## src/rtl/aur_pkg.sv

```systemverilog
// Constants, register map and state encodings for the asynchronous receiver/transmitter.
// Assumes a single 20 MHz bus clock and an AXI4-Lite master with 32-bit data.
package aur_pkg;
	localparam int unsigned CLK_PERIOD_NS = 50;
	localparam int unsigned CLK_HZ        = 1_000_000_000 / CLK_PERIOD_NS;
	localparam int unsigned OVERSAMPLE    = 16;
	localparam int unsigned BAUD_DEFAULT  = 9600;
	localparam int unsigned DIV_RAW       = CLK_HZ / (OVERSAMPLE * BAUD_DEFAULT) - 1;
	localparam logic [15:0] DIV_DEFAULT   = 16'(DIV_RAW);

	localparam int unsigned ADDR_W = 8;
	localparam logic [7:0] ADDR_CTRL   = 8'h00;
	localparam logic [7:0] ADDR_TXDATA = 8'h04;
	localparam logic [7:0] ADDR_RXDATA = 8'h08;
	localparam logic [7:0] ADDR_STATUS = 8'h0C;
	localparam logic [7:0] ADDR_DIV    = 8'h10;

	// Control register fields.
	localparam int unsigned CTRL_LEN_LO = 0;
	localparam int unsigned CTRL_LEN_HI = 1;
	localparam int unsigned CTRL_STOP2  = 2;
	localparam int unsigned CTRL_NOPAR  = 3;
	localparam int unsigned CTRL_EVEN   = 4;
	localparam int unsigned CTRL_W      = 5;

	// Command bits written at the status offset.
	localparam int unsigned CMD_CLR_DAV = 0;
	localparam int unsigned CMD_XRESET  = 1;

	// Status bit positions.
	localparam int unsigned ST_DAV  = 0;
	localparam int unsigned ST_PE   = 1;
	localparam int unsigned ST_FE   = 2;
	localparam int unsigned ST_OE   = 3;
	localparam int unsigned ST_THRE = 4;
	localparam int unsigned ST_EOC  = 5;

	localparam logic [1:0] RESP_OKAY   = 2'h0;
	localparam logic [1:0] RESP_SLVERR = 2'h2;

	localparam logic [3:0] LEN_BASE     = 4'h5;
	localparam logic [3:0] LEN_MAX      = 4'h8;
	localparam logic [3:0] RX_MID_TICK  = 4'h7;
	localparam logic [3:0] BIT_LAST     = 4'hF;
	localparam logic [4:0] STOP1_LAST   = 5'h0F;
	localparam logic [4:0] STOP15_LAST  = 5'h17;
	localparam logic [4:0] STOP2_LAST   = 5'h1F;

	typedef enum logic [2:0] {
		TX_IDLE   = 3'b000,
		TX_START  = 3'b001,
		TX_DATA   = 3'b010,
		TX_PARITY = 3'b011,
		TX_STOP   = 3'b100
	} aur_tx_state_t;

	typedef enum logic [2:0] {
		RX_IDLE   = 3'b000,
		RX_START  = 3'b001,
		RX_DATA   = 3'b010,
		RX_PARITY = 3'b011,
		RX_STOP   = 3'b100
	} aur_rx_state_t;
endpackage

```

## src/rtl/aur_uart.sv

```systemverilog
// Full-duplex asynchronous receiver/transmitter with an AXI4-Lite register slave.
// Assumes serial_in is already synchronous to aclk; the 16x bit clock is a tick from aclk.
// Behaviour
// - Reset drives holding-empty, end-of-char, serial output high.
// - Reset holds receive data-available low.
// - Data strobe fills holding register, clears holding-empty.
// - Empty shifter takes waiting character, line and EOC drop.
// - Frame is start, data, optional parity, stop bits.
// - End-of-char rises after last stop bit time.
// - New frame starts only with a waiting character.
// - Falling edge checked low eight ticks later.
// - High at centre sample abandons the start bit.
// - Centre count begins at the next tick.
// - Parity and stop mismatches set error flags.
// - No-parity mode keeps parity error low.
// - Overrun set when previous data-available not yet cleared.
// - Shifter free for next character once available.
// - No-parity omits parity bit both directions.
// - Stop select one or two; five-bit gives one and half.
// - Length select gives five to eight data bits.
// - Parity sense low odd, high even.
module aur_uart #(
	parameter logic [15:0] DIV_INIT = aur_pkg::DIV_DEFAULT
) (
	input  wire logic                       aclk,
	input  wire logic                       aresetn,
	input  wire logic [aur_pkg::ADDR_W-1:0] s_axi_awaddr,
	input  wire logic                       s_axi_awvalid,
	output logic                            s_axi_awready,
	input  wire logic [31:0]                s_axi_wdata,
	input  wire logic [3:0]                 s_axi_wstrb,
	input  wire logic                       s_axi_wvalid,
	output logic                            s_axi_wready,
	output logic [1:0]                      s_axi_bresp,
	output logic                            s_axi_bvalid,
	input  wire logic                       s_axi_bready,
	input  wire logic [aur_pkg::ADDR_W-1:0] s_axi_araddr,
	input  wire logic                       s_axi_arvalid,
	output logic                            s_axi_arready,
	output logic [31:0]                     s_axi_rdata,
	output logic [1:0]                      s_axi_rresp,
	output logic                            s_axi_rvalid,
	input  wire logic                       s_axi_rready,
	input  wire logic                       serial_in,
	output logic                            serial_out
);
	typedef struct packed {
		logic                       aw_got;
		logic [aur_pkg::ADDR_W-1:0] aw_addr;
		logic                       w_got;
		logic [31:0]                w_data;
		logic [3:0]                 w_strb;
		logic                       bvalid;
		logic [1:0]                 bresp;
		logic                       rvalid;
		logic [31:0]                rdata;
		logic [1:0]                 rresp;
		logic [aur_pkg::CTRL_W-1:0] ctrl;
		logic [15:0]                divisor;
		logic [15:0]                div_cnt;
		aur_pkg::aur_tx_state_t     tx_state;
		logic [7:0]                 tx_hold;
		logic                       tx_holding_empty;
		logic [7:0]                 tx_shift;
		logic [3:0]                 tx_bit;
		logic [4:0]                 tx_sub;
		logic                       tx_par;
		logic                       sout;
		logic                       eoc;
		aur_pkg::aur_rx_state_t     rx_state;
		logic                       rx_prev;
		logic [7:0]                 rx_shift;
		logic [3:0]                 rx_bit;
		logic [3:0]                 rx_sub;
		logic                       rx_par_bad;
		logic [7:0]                 rx_hold;
		logic                       rx_data_available;
		logic                       parity_error_flag;
		logic                       framing_error_flag;
		logic                       overrun_flag;
	} aur_state_t;

	aur_state_t st_reg;
	aur_state_t st_next;

	function automatic logic [3:0] char_len(input logic [aur_pkg::CTRL_W-1:0] c);
		char_len = aur_pkg::LEN_BASE + {2'b00, c[aur_pkg::CTRL_LEN_HI:aur_pkg::CTRL_LEN_LO]};
	endfunction

	function automatic logic par_bit(input logic [7:0] d, input logic [aur_pkg::CTRL_W-1:0] c);
		logic [7:0] mask;
		mask = 8'hFF >> (aur_pkg::LEN_MAX - char_len(c));
		par_bit = (^(d & mask)) ~^ c[aur_pkg::CTRL_EVEN];
	endfunction

	function automatic logic [31:0] merge(input logic [31:0] old, input logic [31:0] nw,
		input logic [3:0] strb);
		merge = old;
		for (int i = 0; i < 4; i++) begin
			if (strb[i]) begin
				merge[i*8 +: 8] = nw[i*8 +: 8];
			end
		end
	endfunction

	always_comb begin
		logic                       tick;
		logic                       do_load;
		logic                       do_clear;
		logic                       do_xreset;
		logic                       np;
		logic [3:0]                 len;
		logic [7:0]                 rx_aligned;
		logic [4:0]                 stop_last;
		logic [aur_pkg::ADDR_W-1:0] wa;
		logic [aur_pkg::ADDR_W-1:0] ra;
		logic [31:0]                m;
		st_next    = st_reg;
		do_load    = 1'b0;
		do_clear   = 1'b0;
		do_xreset  = 1'b0;
		m          = '0;
		tick       = 1'b0;
		stop_last  = aur_pkg::STOP1_LAST;
		np         = st_reg.ctrl[aur_pkg::CTRL_NOPAR];
		len        = char_len(st_reg.ctrl);
		rx_aligned = st_reg.rx_shift >> (aur_pkg::LEN_MAX - len);
		wa         = {st_reg.aw_addr[aur_pkg::ADDR_W-1:2], 2'b00};
		ra         = {s_axi_araddr[aur_pkg::ADDR_W-1:2], 2'b00};
		if (st_reg.ctrl[aur_pkg::CTRL_STOP2] == 1'b0) begin
			stop_last = aur_pkg::STOP1_LAST;
		end else if (len == aur_pkg::LEN_BASE) begin
			stop_last = aur_pkg::STOP15_LAST;
		end else begin
			stop_last = aur_pkg::STOP2_LAST;
		end

		// Divider from aclk down to the sixteen-times bit clock.
		tick = (st_reg.div_cnt == '0);
		st_next.div_cnt = tick ? st_reg.divisor : st_reg.div_cnt - 16'h0001;

		// Write channel: address and data may arrive in either order.
		if (s_axi_awvalid && s_axi_awready) begin
			st_next.aw_got  = 1'b1;
			st_next.aw_addr = s_axi_awaddr;
		end
		if (s_axi_wvalid && s_axi_wready) begin
			st_next.w_got  = 1'b1;
			st_next.w_data = s_axi_wdata;
			st_next.w_strb = s_axi_wstrb;
		end
		if (st_reg.bvalid && s_axi_bready) begin
			st_next.bvalid = 1'b0;
		end
		if (st_reg.aw_got && st_reg.w_got && !st_reg.bvalid) begin
			st_next.aw_got = 1'b0;
			st_next.w_got  = 1'b0;
			st_next.bvalid = 1'b1;
			st_next.bresp  = aur_pkg::RESP_OKAY;
			m = merge('0, st_reg.w_data, st_reg.w_strb);
			case (wa)
				aur_pkg::ADDR_CTRL: begin
					if (st_reg.w_strb[0]) begin
						st_next.ctrl = m[aur_pkg::CTRL_W-1:0];
					end
				end
				aur_pkg::ADDR_TXDATA: do_load = st_reg.w_strb[0];
				aur_pkg::ADDR_RXDATA: st_next.bresp = aur_pkg::RESP_OKAY;
				aur_pkg::ADDR_STATUS: begin
					do_clear  = st_reg.w_strb[0] && m[aur_pkg::CMD_CLR_DAV];
					do_xreset = st_reg.w_strb[0] && m[aur_pkg::CMD_XRESET];
				end
				aur_pkg::ADDR_DIV: st_next.divisor = 16'(merge({16'h0000, st_reg.divisor},
					st_reg.w_data, st_reg.w_strb));
				default: st_next.bresp = aur_pkg::RESP_SLVERR;
			endcase
		end

		// Read channel: one read in flight, answered the cycle after it is taken.
		if (st_reg.rvalid && s_axi_rready) begin
			st_next.rvalid = 1'b0;
		end
		if (s_axi_arvalid && s_axi_arready) begin
			st_next.rvalid = 1'b1;
			st_next.rresp  = aur_pkg::RESP_OKAY;
			st_next.rdata  = '0;
			case (ra)
				aur_pkg::ADDR_CTRL:   st_next.rdata[aur_pkg::CTRL_W-1:0] = st_reg.ctrl;
				aur_pkg::ADDR_TXDATA: st_next.rdata[7:0] = st_reg.tx_hold;
				aur_pkg::ADDR_RXDATA: st_next.rdata[7:0] = st_reg.rx_hold;
				aur_pkg::ADDR_STATUS: begin
					st_next.rdata[aur_pkg::ST_DAV]  = st_reg.rx_data_available;
					st_next.rdata[aur_pkg::ST_PE]   = st_reg.parity_error_flag;
					st_next.rdata[aur_pkg::ST_FE]   = st_reg.framing_error_flag;
					st_next.rdata[aur_pkg::ST_OE]   = st_reg.overrun_flag;
					st_next.rdata[aur_pkg::ST_THRE] = st_reg.tx_holding_empty;
					st_next.rdata[aur_pkg::ST_EOC]  = st_reg.eoc;
				end
				aur_pkg::ADDR_DIV:    st_next.rdata[15:0] = st_reg.divisor;
				default:              st_next.rresp = aur_pkg::RESP_SLVERR;
			endcase
		end

		// Transmitter.
		case (st_reg.tx_state)
			aur_pkg::TX_IDLE: begin
				if (!st_reg.tx_holding_empty) begin
					st_next.tx_shift         = st_reg.tx_hold;
					st_next.tx_par           = par_bit(st_reg.tx_hold, st_reg.ctrl);
					st_next.tx_holding_empty = 1'b1;
					st_next.sout             = 1'b0;
					st_next.eoc              = 1'b0;
					st_next.tx_sub           = '0;
					st_next.tx_state         = aur_pkg::TX_START;
				end
			end
			aur_pkg::TX_START: begin
				if (tick) begin
					st_next.tx_sub = st_reg.tx_sub + 5'h01;
					if (st_reg.tx_sub[3:0] == aur_pkg::BIT_LAST) begin
						st_next.tx_sub   = '0;
						st_next.tx_bit   = '0;
						st_next.sout     = st_reg.tx_shift[0];
						st_next.tx_state = aur_pkg::TX_DATA;
					end
				end
			end
			aur_pkg::TX_DATA: begin
				if (tick) begin
					st_next.tx_sub = st_reg.tx_sub + 5'h01;
					if (st_reg.tx_sub[3:0] == aur_pkg::BIT_LAST) begin
						st_next.tx_sub = '0;
						if (st_reg.tx_bit == len - 4'h1) begin
							st_next.sout     = np ? 1'b1 : st_reg.tx_par;
							st_next.tx_state = np ? aur_pkg::TX_STOP : aur_pkg::TX_PARITY;
						end else begin
							st_next.tx_bit   = st_reg.tx_bit + 4'h1;
							st_next.tx_shift = st_reg.tx_shift >> 1;
							st_next.sout     = st_reg.tx_shift[1];
						end
					end
				end
			end
			aur_pkg::TX_PARITY: begin
				if (tick) begin
					st_next.tx_sub = st_reg.tx_sub + 5'h01;
					if (st_reg.tx_sub[3:0] == aur_pkg::BIT_LAST) begin
						st_next.tx_sub   = '0;
						st_next.sout     = 1'b1;
						st_next.tx_state = aur_pkg::TX_STOP;
					end
				end
			end
			aur_pkg::TX_STOP: begin
				if (tick) begin
					st_next.tx_sub = st_reg.tx_sub + 5'h01;
					if (st_reg.tx_sub == stop_last) begin
						st_next.eoc      = 1'b1;
						st_next.tx_state = aur_pkg::TX_IDLE;
					end
				end
			end
			default: st_next.tx_state = aur_pkg::TX_IDLE;
		endcase
		// A new character written while the old one moves to the shifter is kept.
		if (do_load) begin
			st_next.tx_hold          = m[7:0];
			st_next.tx_holding_empty = 1'b0;
		end

		// Receiver.  A clear strobe is applied first so a character landing in the
		// same cycle still raises data-available.
		if (do_clear) begin
			st_next.rx_data_available = 1'b0;
		end
		st_next.rx_prev = serial_in;
		case (st_reg.rx_state)
			aur_pkg::RX_IDLE: begin
				if (st_reg.rx_prev && !serial_in) begin
					st_next.rx_sub   = '0;
					st_next.rx_state = aur_pkg::RX_START;
				end
			end
			aur_pkg::RX_START: begin
				if (tick) begin
					st_next.rx_sub = st_reg.rx_sub + 4'h1;
					if (st_reg.rx_sub == aur_pkg::RX_MID_TICK) begin
						st_next.rx_sub     = '0;
						st_next.rx_bit     = '0;
						st_next.rx_par_bad = 1'b0;
						st_next.rx_state   = serial_in ? aur_pkg::RX_IDLE
							: aur_pkg::RX_DATA;
					end
				end
			end
			aur_pkg::RX_DATA: begin
				if (tick) begin
					st_next.rx_sub = st_reg.rx_sub + 4'h1;
					if (st_reg.rx_sub == aur_pkg::BIT_LAST) begin
						st_next.rx_sub   = '0;
						st_next.rx_shift = {serial_in, st_reg.rx_shift[7:1]};
						st_next.rx_bit   = st_reg.rx_bit + 4'h1;
						if (st_reg.rx_bit == len - 4'h1) begin
							st_next.rx_state = np ? aur_pkg::RX_STOP
								: aur_pkg::RX_PARITY;
						end
					end
				end
			end
			aur_pkg::RX_PARITY: begin
				if (tick) begin
					st_next.rx_sub = st_reg.rx_sub + 4'h1;
					if (st_reg.rx_sub == aur_pkg::BIT_LAST) begin
						st_next.rx_sub     = '0;
						st_next.rx_par_bad = serial_in != par_bit(rx_aligned, st_reg.ctrl);
						st_next.rx_state   = aur_pkg::RX_STOP;
					end
				end
			end
			aur_pkg::RX_STOP: begin
				if (tick) begin
					st_next.rx_sub = st_reg.rx_sub + 4'h1;
					if (st_reg.rx_sub == aur_pkg::BIT_LAST) begin
						// Data and all flags land on the same edge as data-available.
						st_next.rx_hold            = rx_aligned;
						st_next.parity_error_flag  = st_reg.rx_par_bad && !np;
						st_next.framing_error_flag = !serial_in;
						st_next.overrun_flag       = st_reg.rx_data_available;
						st_next.rx_data_available  = 1'b1;
						st_next.rx_state           = aur_pkg::RX_IDLE;
					end
				end
			end
			default: st_next.rx_state = aur_pkg::RX_IDLE;
		endcase

		if (do_xreset) begin
			st_next.tx_state           = aur_pkg::TX_IDLE;
			st_next.tx_holding_empty   = 1'b1;
			st_next.eoc                = 1'b1;
			st_next.sout               = 1'b1;
			st_next.rx_state           = aur_pkg::RX_IDLE;
			st_next.rx_hold            = '0;
			st_next.rx_data_available  = 1'b0;
			st_next.parity_error_flag  = 1'b0;
			st_next.framing_error_flag = 1'b0;
			st_next.overrun_flag       = 1'b0;
		end

		if (!aresetn) begin
			st_next                  = '0;
			st_next.divisor          = DIV_INIT;
			st_next.div_cnt          = DIV_INIT;
			st_next.tx_holding_empty = 1'b1;
			st_next.eoc              = 1'b1;
			st_next.sout             = 1'b1;
			st_next.rx_prev          = 1'b1;
		end
	end

	always_ff @(posedge aclk) begin
		st_reg <= st_next;
	end

	assign s_axi_awready = !st_reg.aw_got && !st_reg.bvalid;
	assign s_axi_wready  = !st_reg.w_got && !st_reg.bvalid;
	assign s_axi_bvalid  = st_reg.bvalid;
	assign s_axi_bresp   = st_reg.bresp;
	assign s_axi_arready = !st_reg.rvalid;
	assign s_axi_rvalid  = st_reg.rvalid;
	assign s_axi_rdata   = st_reg.rdata;
	assign s_axi_rresp   = st_reg.rresp;
	assign serial_out    = st_reg.sout;
endmodule

```

## config.mk

```make
export PLATFORM = sky130hd
export DESIGN_NAME = aur_uart
export DESIGN_NICKNAME = d
export VERILOG_FILES = /design/src/rtl/aur_pkg.sv /design/src/rtl/aur_uart.sv
export SDC_FILE = /design/constraint.sdc
export NUM_CORES = 1
export LEC_CHECK = 0
export ABC_AREA = 0
export BUFFER_PORTS_ARGS = -buffer_cell sky130_fd_sc_hd__buf_2
export CORE_MARGIN = 10
export CORE_UTILIZATION = 58
export DETAILED_ROUTE_END_ITERATION = 8
export PLACE_DENSITY = 0.8
export SYNTH_ARGS = -nofsm -noshare
export SYNTH_HDL_FRONTEND = slang
export SYNTH_SLANG_ARGS = --single-unit
```

## constraint.sdc

```tcl
create_clock -name aclk -period 3.95 [get_ports aclk]
set_input_delay 0.79 -clock aclk [delete_from_list [all_inputs] [get_ports aclk]]
set_output_delay 0.79 -clock aclk [all_outputs]
set_load 0.03 [all_outputs]
```

==> key figures <==
Final layout
  – Final Non-Filler Cells: 1103
  – Most frequent cells in the layout: dfxtp_1, nor2_1, nand2_1
  – Number of flip-flops in the largest register: 127
  – Area delta synth->final: 10.91%
  – Commonest non-fill, non-tap cell in the layout: dfxtp_1
  – Proportion of layout cells with a drive suffix above 1: 13.67%
  – # nets final: 987

Clocking
  – Clk root buf: clkbuf_16
  – Hold buffers post-CTS: 0
  – Skew-Pair Late Insertion Delay: 0.42 ns
  – Bufs on Longest Clock Path: 2
  – CTS tree: yes
  – CTS Buf Count: 17
  – PostCTS Resize Cnt: 0
  – CTS H-Tree Depth: 4
  – Reg clk slew, reported paths: 0.06 ns
  – Sink Count: 148
  – Post-CTS setup buffer count: 0

Die
  – Die height: 132.6 µm
  – Core Area: 12520 µm²
  – Die X: 132.6 µm
  – Row count: 41
  – Initial core utilization: 58.73%
  – Num ports: 102
  – Die footprint: 17580 µm²

Pwr
  – Pwr per Cell Area: 468.4 nW/µm²
  – Worst vdd ir: 355.1 µV
  – Total power: 3819 µW
  – Leakage: 0.003251 µW

Logic synthesis
  – Post-synthesis sequential area ratio: 40.31%
  – Simple-gate portion of the synthesized area: 23.01%
  – Largest family of logic cells by synthesized area: simple AND/OR/NAND/NOR gates
  – Ys async rst share: 0%
  – Synth Area in Compound Gates: 15.66%
  – FF+latch count, synth: 148
  – Dominant synthesized flop cell: dfxtp_1
  – Post-Syn Area: 7351 µm²
  – EDFF count, synth: 0
  – Post-synth cell types: 65
  – Multiplexer area fraction after synthesis: 7.830%
  – Synth Area in XOR/XNOR: 4.409%
  – Cells after synthesis: 900
  – Syn Area/Cell: 8.168 µm²
  – Adder-Cell Fraction of Synth Area: 1.872%
  – Ys Warns: 0

Timing
  – Highest Clock Rate: 0.3245 GHz
  – Tcrit/Tclk final: 78.02%
  – Final Max Slew Viols: 0
  – Fin Clk Skew: 0.01314 ns
  – RSZ-0062 raised after global routing: no
  – Final setup fails: 0
  – Min Tclk post-route: 3.082 ns
  – Total Neg Setup Slack: 0 ns
  – Worst slew pin tran: 0.9690 ns
  – Relative slew slack: 34.94%
  – Hold Vio Cnt, Final: 0

Placement
  – Placer Congestion: 0.8899
  – Post-DP HPWL: 12190 µm
  – # port buffers: 61
  – Placed cells: 1069

Setup path
  – Setup crit end kind: flip-flop
  – Largest fanout on the critical path: 13
  – Worst path top cell family by delay: compound AO/OA/AOI/OAI gates
  – Critical Path, Cell by Cell: ha_1 > xnor2_1 > mux2i_1 > o31ai_1 > nand2_1 > a2111oi_0 > a21oi_1 > a211oi_1
  – Crit path kind: flip-flop to flip-flop
  – Required @ worst endpoint: 4.29 ns
  – Worst EP arrival: 3.42 ns
  – Startpoint types: flip-flop
  – Slowest CP cell: xnor2_1
  – CP peak stage delay: 0.79 ns
  – WP buf/inv: 0

Hold path
  – HP Class: flip-flop to flip-flop

GRT
  – GRT Overall Usage: 19.32%
  – Number of global-route vias before repair: 5755
  – Grt ovf: 0
  – Largest net degree at the start of global routing: 78
  – First-pass GRT wire length: 28420 µm
  – Antenna violations before repair: 2

Detailed routing
  – DR WL/cell: 15.47 µm
  – DR vias: 6142
  – Final wirelength: 17070 µm
  – # DRC: 0
  – Initial DRT Pass Iterations: 5
  – Antenna Nets Post-Route: 0
  – Vias per std cell: 5.568
  – Initial DRC count: 552

Flow run
  – Total of max-cap violations: 0

Outcome
  – Status: completed
==> synthesized netlist by cell type (4+ instances only) <==
cell type / n / area, µm²
nor2_1: 133 / 499.2
nand3b_1: 4 / 30.03
mux2i_1: 35 / 350.3
buf_4: 36 / 270.3
mux2_2: 10 / 112.6
nand2_1: 114 / 427.9
nor2b_1: 13 / 81.33
nor3_1: 12 / 60.06
nor4_1: 8 / 50.05
nand2b_1: 7 / 43.79
or3_1: 9 / 56.30
xnor2_1: 27 / 236.5
o21ai_0: 33 / 165.2
inv_1: 10 / 37.54
nor3b_1: 6 / 45.04
ha_1: 11 / 137.6
or2_2: 5 / 31.28
a211oi_1: 22 / 165.2
a22oi_1: 14 / 105.1
a21oi_1: 85 / 425.4
o22ai_1: 4 / 25.02
dfxtp_1: 148 / 2963
nand3_1: 33 / 165.2
xor2_1: 10 / 87.58
mux4_2: 5 / 112.6
clkbuf_1: 47 / 176.4
==> power by group <==
part	total (µW)	internal, µW	switching, µW
clock	1670	1020	650
sequential	1650	1560	92.4
combinational	493	195	297
==> layout make-up <==
class	instances	area (µm²)
sequential	148	2963
timing repair buffer	67	362.8
fill	1082	4364
tap	172	215.2
multi-input combinational	671	3954
antenna	2	5.005
clock inverter	12	165.2
inverter	11	41.29
clock buffer	20	446.7
==> path summary, 6_finish.rpt <==
path	depth (start not counted)	startpoint	slack, ns	endpoint
min reg2reg	2	s_axi_rdata[15]$_SDFFE_PN0P_	0.45	s_axi_rdata[15]$_SDFFE_PN0P_
max reg2reg	8	st_reg[97]$_SDFFE_PN0P_	0.87	st_reg[30]$_SDFFE_PP0P_
min	2	s_axi_rdata[15]$_SDFFE_PN0P_	0.45	s_axi_rdata[15]$_SDFFE_PN0P_
max	8	st_reg[97]$_SDFFE_PN0P_	0.87	st_reg[30]$_SDFFE_PP0P_
==> routing by layer <==
layer,track usage [%],vias up,wire length [µm]
li1,-,3114,-
met1,25.29,2826,7813
met2,29.70,175,7921
met3,4.618,27,968
met4,8.313,0,362
met5,0,-,0
==> worst register-to-register path: stages, from the launching register on <==
cell       delay, ns
dfxtp_1         0.49
ha_1            0.35
xnor2_1         0.79
mux2i_1         0.17
o31ai_1         0.26
nand2_1         0.14
a2111oi_0       0.47
a21oi_1         0.12
a211oi_1        0.21
==> metrics by stage <==
stage / worst slack (ns) / hold slack [ns] / instance area [µm²] / util (%)
finish: 0.8684 / 0.4481 / 8153 / 65.13
global route: 0.5694 / 0.4673 / 8153 / 65.13
CTS: 0.8508 / 0.4485 / 8148 / 65.09
global placement: 0.9362 / 0.4358 / 7536 / 60.21
detailed placement: 0.8572 / 0.4403 / 7536 / 60.21
floorplan: 0.9929 / 0.4322 / 7415 / -
==> kinds of logic (layout without fill, tap and decap cells) <==
family / count (synthesis) / after routing
buf+inv: 98 / 110
simple gates: 365 / 365
xor+xnor: 37 / 37
compound gates: 190 / 190
fa+ha+maj: 11 / 11
mux: 50 / 50
other cells: 1 / 20
flops: 148 / 148
No activity file was read; power rests on OpenSTA's default activity.
